`config.mk`:
```
export PLATFORM = sky130hd
export DESIGN_NAME = ptu_periodic_tick
export DESIGN_NICKNAME = d
export VERILOG_FILES = /design/src/rtl/ptu_pkg.sv /design/src/rtl/ptu_periodic_tick.sv
export SDC_FILE = /design/constraint.sdc
export NUM_CORES = 1
export LEC_CHECK = 0
export BUFFER_PORTS_ARGS = -buffer_cell sky130_fd_sc_hd__buf_4
export CORE_MARGIN = 5
export CORE_UTILIZATION = 50
export CTS_BUF_LIST = sky130_fd_sc_hd__clkbuf_16
export CTS_CLUSTER_SIZE = 24
export DETAILED_ROUTE_END_ITERATION = 16
export HOLD_SLACK_MARGIN = 0.03
export PLACE_DENSITY = 0.91
export SLEW_MARGIN = 10
export SYNTH_ARGS = -nofsm -noshare
export SYNTH_HDL_FRONTEND = slang
export SYNTH_SLANG_ARGS = --single-unit
export TNS_END_PERCENT = 5
```
`constraint.sdc`:
```
create_clock -name clk_sys -period 3.35 [get_ports clk_sys]
set_clock_uncertainty 0.1 [all_clocks]
set_input_delay 0.67 -clock clk_sys [delete_from_list [all_inputs] [get_ports clk_sys]]
set_output_delay 0.67 -clock clk_sys [all_outputs]
set_load 0.02 [all_outputs]
```
`src/rtl/ptu_pkg.sv`:
```
/*
  Package for the periodic tick unit: register map, control field layout,
  bus response codes, divider tap table, bus carriers and the state record.
  Assumes a 32-bit AXI4-Lite register bus and an 8-bit control register.
*/
package ptu_pkg;

  // Widths
  localparam int unsigned PTU_ADDR_W = 8;
  localparam int unsigned PTU_DATA_W = 32;
  localparam int unsigned PTU_CNT_W  = 15;
  localparam int unsigned PTU_EVT_W  = 2;

  // Register byte addresses
  localparam logic [PTU_ADDR_W-1:0] PTU_OFS_CTL  = 8'h1c;
  localparam logic [PTU_ADDR_W-1:0] PTU_OFS_STS  = 8'h20;
  localparam logic [PTU_ADDR_W-1:0] PTU_OFS_MASK = 8'h24;

  // Control register field positions
  localparam int unsigned PTU_BIT_EN   = 1;
  localparam int unsigned PTU_BIT_IE   = 2;
  localparam int unsigned PTU_BIT_ACK  = 3;
  localparam int unsigned PTU_RATE_LSB = 4;
  localparam int unsigned PTU_BIT_PEND = 7;

  // Event status bit positions
  localparam int unsigned PTU_EVT_TICK  = 0;
  localparam int unsigned PTU_EVT_BLOCK = 1;

  // Bus responses
  localparam logic [1:0] PTU_RESP_OKAY   = 2'h0;
  localparam logic [1:0] PTU_RESP_SLVERR = 2'h2;
  localparam logic [1:0] PTU_RESP_DECERR = 2'h3;

  // Divider bit whose rise marks an event: period is twice its weight
  localparam logic [3:0] PTU_TAP_IDX [0:7] = '{4'he, 4'hc, 4'ha, 4'h6,
                                               4'h5, 4'h4, 4'h3, 4'h2};

  // Bus carriers, master to slave
  typedef struct packed {
    logic                  awvalid;
    logic [PTU_ADDR_W-1:0] awaddr;
    logic                  wvalid;
    logic [PTU_DATA_W-1:0] wdata;
    logic [3:0]            wstrb;
    logic                  bready;
    logic                  arvalid;
    logic [PTU_ADDR_W-1:0] araddr;
    logic                  rready;
  } ptu_axi_req_t;

  // Bus carriers, slave to master
  typedef struct packed {
    logic                  awready;
    logic                  wready;
    logic                  bvalid;
    logic [1:0]            bresp;
    logic                  arready;
    logic                  rvalid;
    logic [PTU_DATA_W-1:0] rdata;
    logic [1:0]            rresp;
  } ptu_axi_rsp_t;

  // Whole state of the unit
  typedef struct packed {
    logic                  osc_q;
    logic [PTU_CNT_W-1:0]  cnt;
    logic                  en;
    logic                  ie;
    logic [2:0]            rate;
    logic                  pend;
    logic [PTU_EVT_W-1:0]  sts;
    logic [PTU_EVT_W-1:0]  msk;
    logic                  irq;
    logic                  tick_irq;
    logic                  wake;
    logic                  aw_have;
    logic [PTU_ADDR_W-1:0] awaddr;
    logic                  w_have;
    logic [PTU_DATA_W-1:0] wdata;
    logic [3:0]            wstrb;
    ptu_axi_rsp_t          bus;
  } ptu_state_t;

  localparam ptu_state_t PTU_STATE_RST = '{
    bus: '{awready: 1'b1, wready: 1'b1, arready: 1'b1, default: '0},
    default: '0
  };

endpackage

```
`src/rtl/ptu_periodic_tick.sv`:
```
/*
  Periodic tick unit: a divider chain stepped by edges of the crystal
  oscillator clock, a pending flag set at a selectable tap, an interrupt
  request, a stop-mode wake request, and an AXI4-Lite register slave.
  Assumes all inputs, the oscillator clock among them, are synchronous to
  clk_sys, and that the oscillator runs at no more than half of clk_sys.
*/
`timescale 1ns/1ns

module ptu_periodic_tick (
  input  wire logic          clk_sys,
  input  wire logic          rst,
  input  wire logic          crystal_osc_clock,
  input  wire logic          wait_mode,
  input  wire logic          stop_mode,
  input  wire logic          osc_run_in_stop,
  input  wire ptu_pkg::ptu_axi_req_t axi_req,
  output      ptu_pkg::ptu_axi_rsp_t axi_rsp,
  output logic               tick_irq,
  output logic               irq,
  output logic               stop_wake
);
  import ptu_pkg::*;

  ptu_state_t            st_r;
  ptu_state_t            st_nxt;
  logic                  osc_rise;
  logic                  lp_block;
  logic                  cnt_live;
  logic                  wr_fire;
  logic                  wr_ok;
  logic                  ack_wr;
  logic                  tick_evt;
  logic                  rd_fire;
  logic                  blk_evt;
  logic [3:0]            tap;
  logic [PTU_CNT_W-1:0]  cnt_inc;
  logic [PTU_CNT_W-1:0]  low_mask;
  logic [PTU_EVT_W-1:0]  sts_set;
  logic [PTU_EVT_W-1:0]  sts_clr;

  // Outputs taken straight from the state flops
  assign axi_rsp   = st_r.bus;
  assign tick_irq  = st_r.tick_irq;
  assign irq       = st_r.irq;
  assign stop_wake = st_r.wake;

  // Next-state logic for the whole unit
  always_comb begin
    st_nxt   = st_r;
    sts_set  = '0;
    sts_clr  = '0;
    blk_evt  = 1'b0;
    ack_wr   = 1'b0;

    // Edge of the oscillator clock and the power-mode view
    osc_rise     = crystal_osc_clock & ~st_r.osc_q;
    st_nxt.osc_q = crystal_osc_clock;
    lp_block     = wait_mode | stop_mode;
    cnt_live     = ~stop_mode | osc_run_in_stop;

    // Write address and write data are taken in either order
    if (axi_req.awvalid && st_r.bus.awready) begin
      st_nxt.aw_have = 1'b1;
      st_nxt.awaddr  = axi_req.awaddr;
    end
    if (axi_req.wvalid && st_r.bus.wready) begin
      st_nxt.w_have = 1'b1;
      st_nxt.wdata  = axi_req.wdata;
      st_nxt.wstrb  = axi_req.wstrb;
    end

    // Write is carried out one cycle after both halves are held
    wr_fire = st_r.aw_have && st_r.w_have && !st_r.bus.bvalid;
    wr_ok   = wr_fire && !lp_block && st_r.wstrb[0];
    if (st_r.bus.bvalid && axi_req.bready) begin
      st_nxt.bus.bvalid = 1'b0;
    end
    if (wr_fire) begin
      st_nxt.aw_have    = 1'b0;
      st_nxt.w_have     = 1'b0;
      st_nxt.bus.bvalid = 1'b1;
      st_nxt.bus.bresp  = PTU_RESP_OKAY;
      unique case (st_r.awaddr)
        PTU_OFS_CTL: begin
          if (lp_block) begin
            st_nxt.bus.bresp = PTU_RESP_SLVERR;
            blk_evt          = 1'b1;
          end else if (wr_ok) begin
            st_nxt.en   = st_r.wdata[PTU_BIT_EN];
            st_nxt.ie   = st_r.wdata[PTU_BIT_IE];
            st_nxt.rate = st_r.wdata[PTU_RATE_LSB +: 3];
            ack_wr      = st_r.wdata[PTU_BIT_ACK];
          end
        end
        PTU_OFS_STS: begin
          if (st_r.wstrb[0]) begin
            sts_clr = st_r.wdata[PTU_EVT_W-1:0];
          end
        end
        PTU_OFS_MASK: begin
          if (st_r.wstrb[0]) begin
            st_nxt.msk = st_r.wdata[PTU_EVT_W-1:0];
          end
        end
        default: begin
          st_nxt.bus.bresp = PTU_RESP_DECERR;
        end
      endcase
    end
    st_nxt.bus.awready = !st_nxt.aw_have && !st_nxt.bus.bvalid;
    st_nxt.bus.wready  = !st_nxt.w_have && !st_nxt.bus.bvalid;

    // Read channel: one read at a time, answer one cycle after the address
    rd_fire = axi_req.arvalid && st_r.bus.arready;
    if (st_r.bus.rvalid && axi_req.rready) begin
      st_nxt.bus.rvalid  = 1'b0;
      st_nxt.bus.arready = 1'b1;
    end
    if (rd_fire) begin
      st_nxt.bus.arready = 1'b0;
      st_nxt.bus.rvalid  = 1'b1;
      st_nxt.bus.rdata   = '0;
      st_nxt.bus.rresp   = PTU_RESP_OKAY;
      unique case (axi_req.araddr)
        PTU_OFS_CTL: begin
          if (lp_block) begin
            st_nxt.bus.rresp = PTU_RESP_SLVERR;
            blk_evt          = 1'b1;
          end else begin
            st_nxt.bus.rdata[PTU_BIT_EN]          = st_r.en;
            st_nxt.bus.rdata[PTU_BIT_IE]          = st_r.ie;
            st_nxt.bus.rdata[PTU_BIT_ACK]         = 1'b0;
            st_nxt.bus.rdata[PTU_RATE_LSB +: 3]   = st_r.rate;
            st_nxt.bus.rdata[PTU_BIT_PEND]        = st_r.pend;
          end
        end
        PTU_OFS_STS: begin
          st_nxt.bus.rdata[PTU_EVT_W-1:0] = st_r.sts;
        end
        PTU_OFS_MASK: begin
          st_nxt.bus.rdata[PTU_EVT_W-1:0] = st_r.msk;
        end
        default: begin
          st_nxt.bus.rresp = PTU_RESP_DECERR;
        end
      endcase
    end

    // Divider chain: cleared while disabled, steps on oscillator edges
    tap      = PTU_TAP_IDX[st_r.rate];
    cnt_inc  = st_r.cnt + PTU_CNT_W'(1);
    low_mask = (PTU_CNT_W'(1) << tap) - PTU_CNT_W'(1);
    tick_evt = 1'b0;
    if (!st_nxt.en) begin
      st_nxt.cnt = '0;
    end else if (st_r.en && osc_rise && cnt_live) begin
      st_nxt.cnt = cnt_inc;
      // Tap bit rising: half period after start, full period after that
      tick_evt   = !st_r.cnt[tap] && cnt_inc[tap];
    end

    // Pending flag: an overflow in the acknowledge cycle wins
    if (ack_wr) begin
      st_nxt.pend = 1'b0;
    end
    if (tick_evt) begin
      st_nxt.pend = 1'b1;
    end

    // Sticky event status, write one to clear, set wins over clear
    sts_set[PTU_EVT_TICK]  = tick_evt;
    sts_set[PTU_EVT_BLOCK] = blk_evt;
    st_nxt.sts = (st_r.sts & ~sts_clr) | sts_set;

    // Request outputs
    st_nxt.tick_irq = st_nxt.pend & st_nxt.ie;
    st_nxt.irq      = |(st_nxt.sts & st_nxt.msk);
    st_nxt.wake     = stop_mode & cnt_live & st_nxt.pend & st_nxt.ie;
  end

  // State register
  always_ff @(posedge clk_sys) begin
    if (rst) begin
      st_r <= PTU_STATE_RST;
    end else begin
      st_r <= st_nxt;
    end
  end
endmodule // ptu_periodic_tick

```
## Word level (Yosys, flattened, before mapping)

Memories as Yosys holds them, arrays and structs flattened.
Index checks and enable logic that the tools add are counted.
Widths: inputs -> output; s select.

| storage, ports and cells | value |
|---|---|
| flip-flop bits (word level) | 92 |
| memory bits (read-only) | 32 |
| input bits | 63 |
| logic and storage cells | 121 |
| memories | 1 |

| cells by class | value |
|---|---|
| add/sub/neg operators | 1 |
| magnitude comparators | 2 |
| equality and inequality tests | 6 |
| muxes and demuxes | 45 |
| bitwise logic cells | 16 |
| reduce and logical (&&, ||, !) cells | 26 |

Memory list:

| name | depth | width | rd ports | clocked after Yosys merged registers in | write ports | RTL line | source |
|---|---|---|---|---|---|---|---|
| (no name shown) | 8 | 4 | 1 | 0 | 0 | ptu_periodic_tick.sv:151 | `tap = PTU_TAP_IDX[st_r.rate];` |

Operators by type and width:

| operator | number |
|---|---|
| $mux 37 | 1 |
| $mux 36 | 1 |
| $eq 8x6->1 const B | 4 |
| $mux 5 | 4 |
| $mux 1 | 19 |
| $eq 8x5->1 const B | 2 |
| $mux 2 | 8 |
| $add 15x1->15 const B | 1 |
| $logic_and 1x1->1 | 14 |
| $mux 9 | 1 |
| $bmux 1 s4 | 2 |
| $mux 4 | 2 |
| $pmux 2 s2 | 2 |
| $reduce_or 2->1 | 4 |
| $mux 7 | 1 |
| $logic_not 1->1 | 6 |
| $mux 6 | 1 |
| $and 1x1->1 | 5 |
| $lt 4x5->1 const B | 1 |
| $and 2x2->2 | 2 |
| $ge 4x4->1 const B | 1 |
| $not 1->1 | 4 |
| $not 3->4 | 1 |
| $reduce_and 4->1 | 1 |
| 7 further kinds | 8 |

## Longest topological paths before layout

| logic depth | value |
|---|---|
| word-level depth | 13 |
| mapped depth | 8 |
| mapped depth without buffers | 7 |

## Least setup slack after synthesis

Ideal clock, no wire load.

| timing | value |
|---|---|
| kind | input to register |
| start point | input stop_mode |
| end point | register st_r[100] (netlist name) |
| library setup time | 0.118 ns |
| data arrival time | 2.206 ns |
| required time | 3.132 ns |
| slack | 0.926 ns |
| stages on the path | 7 |
| cells stage by stage | or3b_2 -> nor4_4 -> mux2i_1 -> or2_1 -> buf_2 -> buf_2 -> nor2_1 |

| between the ends | value |
|---|---|
| cells in the longest elaborated chain, start to end | 10 |

RTL lines:

| what | RTL line | source |
|---|---|---|
| start: declaration | ptu_periodic_tick.sv:15 | `input wire logic stop_mode,` |
| $or 1x1->1 | ptu_periodic_tick.sv:59 | `lp_block = wait_mode \| stop_mode;` |
| $logic_not 1->1 | ptu_periodic_tick.sv:75 | `wr_ok = wr_fire && !lp_block && st_r.wstrb[0];` |
| $logic_and 1x1->1 (2 in series) | ptu_periodic_tick.sv:75 |  |
| $mux 5 | ptu_periodic_tick.sv:89 | `end else if (wr_ok) begin` |
| $mux 5 | ptu_periodic_tick.sv:86 | `if (lp_block) begin` |
| $mux 5 | ptu_periodic_tick.sv:84 | `unique case (st_r.awaddr)` |
| $mux 5 | ptu_periodic_tick.sv:79 | `if (wr_fire) begin` |
| $not 1->1 (no line) | -- |  |
| $reduce_or 2->1 (no line) | -- |  |
| end signal: assignment | ptu_periodic_tick.sv:187 | `st_r <= st_nxt;` |
| end: declaration | ptu_periodic_tick.sv:25 | `ptu_state_t st_r;` |

Parallel ways exist; a longest one is shown, timed or not.
A chain may end at the register's enable or synchronous reset.

## Worst setup path in the final report

| timing | value |
|---|---|
| start point | register st_r[85] (netlist name) |
| end point | register st_r[107] (netlist name) |

| between the ends | value |
|---|---|
| cells in the longest elaborated chain, start to end | 5 |

RTL lines:

| what | RTL line |
|---|---|
| $eq 8x5->1 | ptu_periodic_tick.sv:84 |
| $mux 5 | ptu_periodic_tick.sv:84 |
| $mux 5 | ptu_periodic_tick.sv:79 |
| $not 1->1 (no line) | -- |
| $reduce_or 2->1 (no line) | -- |

No other way between the ends.

==> impl_metrics.ini <==
[status]
outcome = complete, no violations

[critical_path]
crit_chain = or4_4 > nor4_4 > mux2i_1 > or2_1 > nor2_1
crit_fanout = 16
critPathArrivalTime_ns = 2.61
worstPathRequired_ns = 3.44
r2r_setup_slack_ns = 0.83
crit_path_end_kind = flop
path_class = flop to flop
max_stage_delay_ns = 0.57
cpMaxStageDelayCell = or4_4
critPathLaunchType = flop

[synth]
yosysMostFrequentCell = dfxtp_1
synthTopCellsByArea = dfxtp_1, buf_4, a21oi_1
netlist_top_cells_count = dfxtp_1, buf_4, nor2_1
syn_inst = 369
async_reset_ff_share_pct = 0
avgSynthCellArea_sq_um = 8.34
ys.flop_type = dfxtp_1
ys_types = 53
yosysTopAreaCellShare_pct = 41.0
synth-edff-count = 0
synth-seq-area-share_pct = 41.0
ys_warn_count = 0
synth.largest_area_cell = dfxtp_1
ys_ff_latch = 63
synthesis.area_sq_um = 3080

[placed_design]
dpl.hpwl_mm = 4.80
port_buffers = 53
globalplace.congestion = 0.817

[power]
p_sw_share_pct = 22.1
leakage_nw = 1.41
p_per_area_nw_per_um2 = 555
intPower_mw = 1.56
irDropWorstVdd_v = 0.000354
p_switching_mw = 0.444
clkPwrFrac_pct = 51.8
combPwrFrac_pct = 8.1
p_total_mw = 2.01
seqPwrFrac_pct = 40.1

[timing]
relSlewSlack_pct = 58.3
fin_setup_tns_ns = 0
worstMarginPinSlew_ns = 0.621
finalHoldViolCount = 0
period_share_pct = 75.2
setup_viol = 0
timing.fmax_ghz = 0.397
drv_slew = 0
rsz0062_at_grt = no
timing.final.crit_period_ns = 2.52

[global_routing]
grt_pass1_wl_mm = 11.0
grt.overflow.total = 0
met3_usage_pct = 5.40
antenna_found_initial = 0
grt_pass1_vias = 2468
met1_usage_pct = 21.5
track_usage_pct = 18.2
grt_busiest_layer = met2
grt_max_degree = 49
grt_util_met2_pct = 30.7

[cts]
cts_setup_buffers = 0
clock_path_buffers = 2
cts_sinks = 63
htree_levels = 3
holdBufCountCts = 0
cts_tree = done
cts.clk_slew.worst_paths_ns = 0.05
root_buffer = clkbuf_16
cts_buffers = 9
cts_resized = 0
clk_latency_ns = 0.33

[routing]
dr.first_iter.drc_count = 153
ant_nets = 0
vias = 2569
wl_per_cell_um = 13.9
dr.pass1.iters = 5
via_per_inst = 5.36
finalWirelength_mm = 6.66
drc = 0

[floorplan]
die_w_um = 88.5
fp-row-count = 28
initial_core_util_pct = 51.7
num_io_pins = 107
die-area_sq_um = 7830
die_h_um = 88.5
coreArea_sq_um = 5960

[final_layout]
nNetsFinal = 463
diodes = 0
syn_to_final_growth_pct = 17.4
drive_gt1_share_pct = 19.3

[flow_run]
maxCapViolCount = 0

[min_path]
hp-class = flop to flop
[metrics by stage]
step	std cells	setup slack, ns	utilization, %	instance area (sq um)	hold WS, ns
floorplan	393	0.926	-	3170	0.332
finish	479	0.830	60.7	3620	0.351
CTS	479	0.838	60.7	3620	0.355
global placement	463	0.557	55.1	3280	0.339
global route	479	0.673	60.7	3620	0.367
detailed placement	463	0.523	55.1	3280	0.348
[registers in the layout, summed over array words and instances (netlist names)]
name       count
axi_rsp       16
irq            1
st_r          44
stop_wake      1
tick_irq       1
[worst max-delay path: cells and delay by family (launching register included)]
family | cells | cell delay, ns
flops | 1 | 0.32
mux | 1 | 0.24
simple gates | 4 | 1.72
[cell families after synthesis]
| kind of cell | count (synthesis) | synth area share (%) |
|---|---|---|
| flops | 63 | 41.0 |
| compound gates | 52 | 10.2 |
| buf+inv | 63 | 13.0 |
| simple gates | 163 | 27.4 |
| fa+ha+maj | 1 | 0.406 |
| xor+xnor | 15 | 4.27 |
| mux | 11 | 3.62 |
| other cells | 1 | 0.122 |
[power by group through the flow]
| stage | Clock (mW) | Sequential [mW] | Combinational, mW |
|---|---|---|---|
| final | 1.04 | 0.805 | 0.163 |
| after global routing | 1.09 | 0.809 | 0.179 |
| after CTS | 1.06 | 0.804 | 0.163 |
| after detailed placement | 0 | 0.820 | 0.162 |
| after global placement | 0 | 0.817 | 0.158 |
| after floorplan | 0 | 0.806 | 0.148 |
[per-layer routing]
| layer | share of wire (%) | up-vias |
|---|---|---|
| li1 | - | 1270 |
| met1 | 42 | 1178 |
| met2 | 48 | 109 |
| met3 | 8.7 | 12 |
| met4 | 1.8 | 0 |
| met5 | 0 | - |
[cell type report]
cell class	count	area (sq um)
Multi-Input combinational cell	267	1510
Fill cell	504	2340
Clock inverter	7	111
Inverter	5	18.8
Tap cell	75	93.8
Sequential cell	63	1260
Clock buffer	9	225
Timing Repair Buffer	53	398
[cells in the final DEF, fill, tap and decap left out, types with 4 or more instances in the layout]
master and count:
nand4b_1 5, dfxtp_1 63, nand2b_1 4, mux2i_1 10, conb_1 25, inv_1 4, nand2_1 35, buf_4 53
xor2_1 8, nor3_1 9, nor4_1 4, nand4_1 7, nand3_1 28, xnor2_1 7, a21oi_1 33, clkbuf_16 9
nor2_1 41
[worst paths after layout]
kind	start	endpoint	cells past startpoint
worst max-delay path	st_r[85]$_SDFFE_PP0P_	st_r[107]$_SDFFE_PP0P_	5
worst min-delay path	axi_rsp[8]$_SDFFE_PP0P_	axi_rsp[8]$_SDFFE_PP0P_	2
worst max register to register	st_r[85]$_SDFFE_PP0P_	st_r[107]$_SDFFE_PP0P_	5
worst min register to register	axi_rsp[8]$_SDFFE_PP0P_	axi_rsp[8]$_SDFFE_PP0P_	2
(Power assumes the default switching activity.)
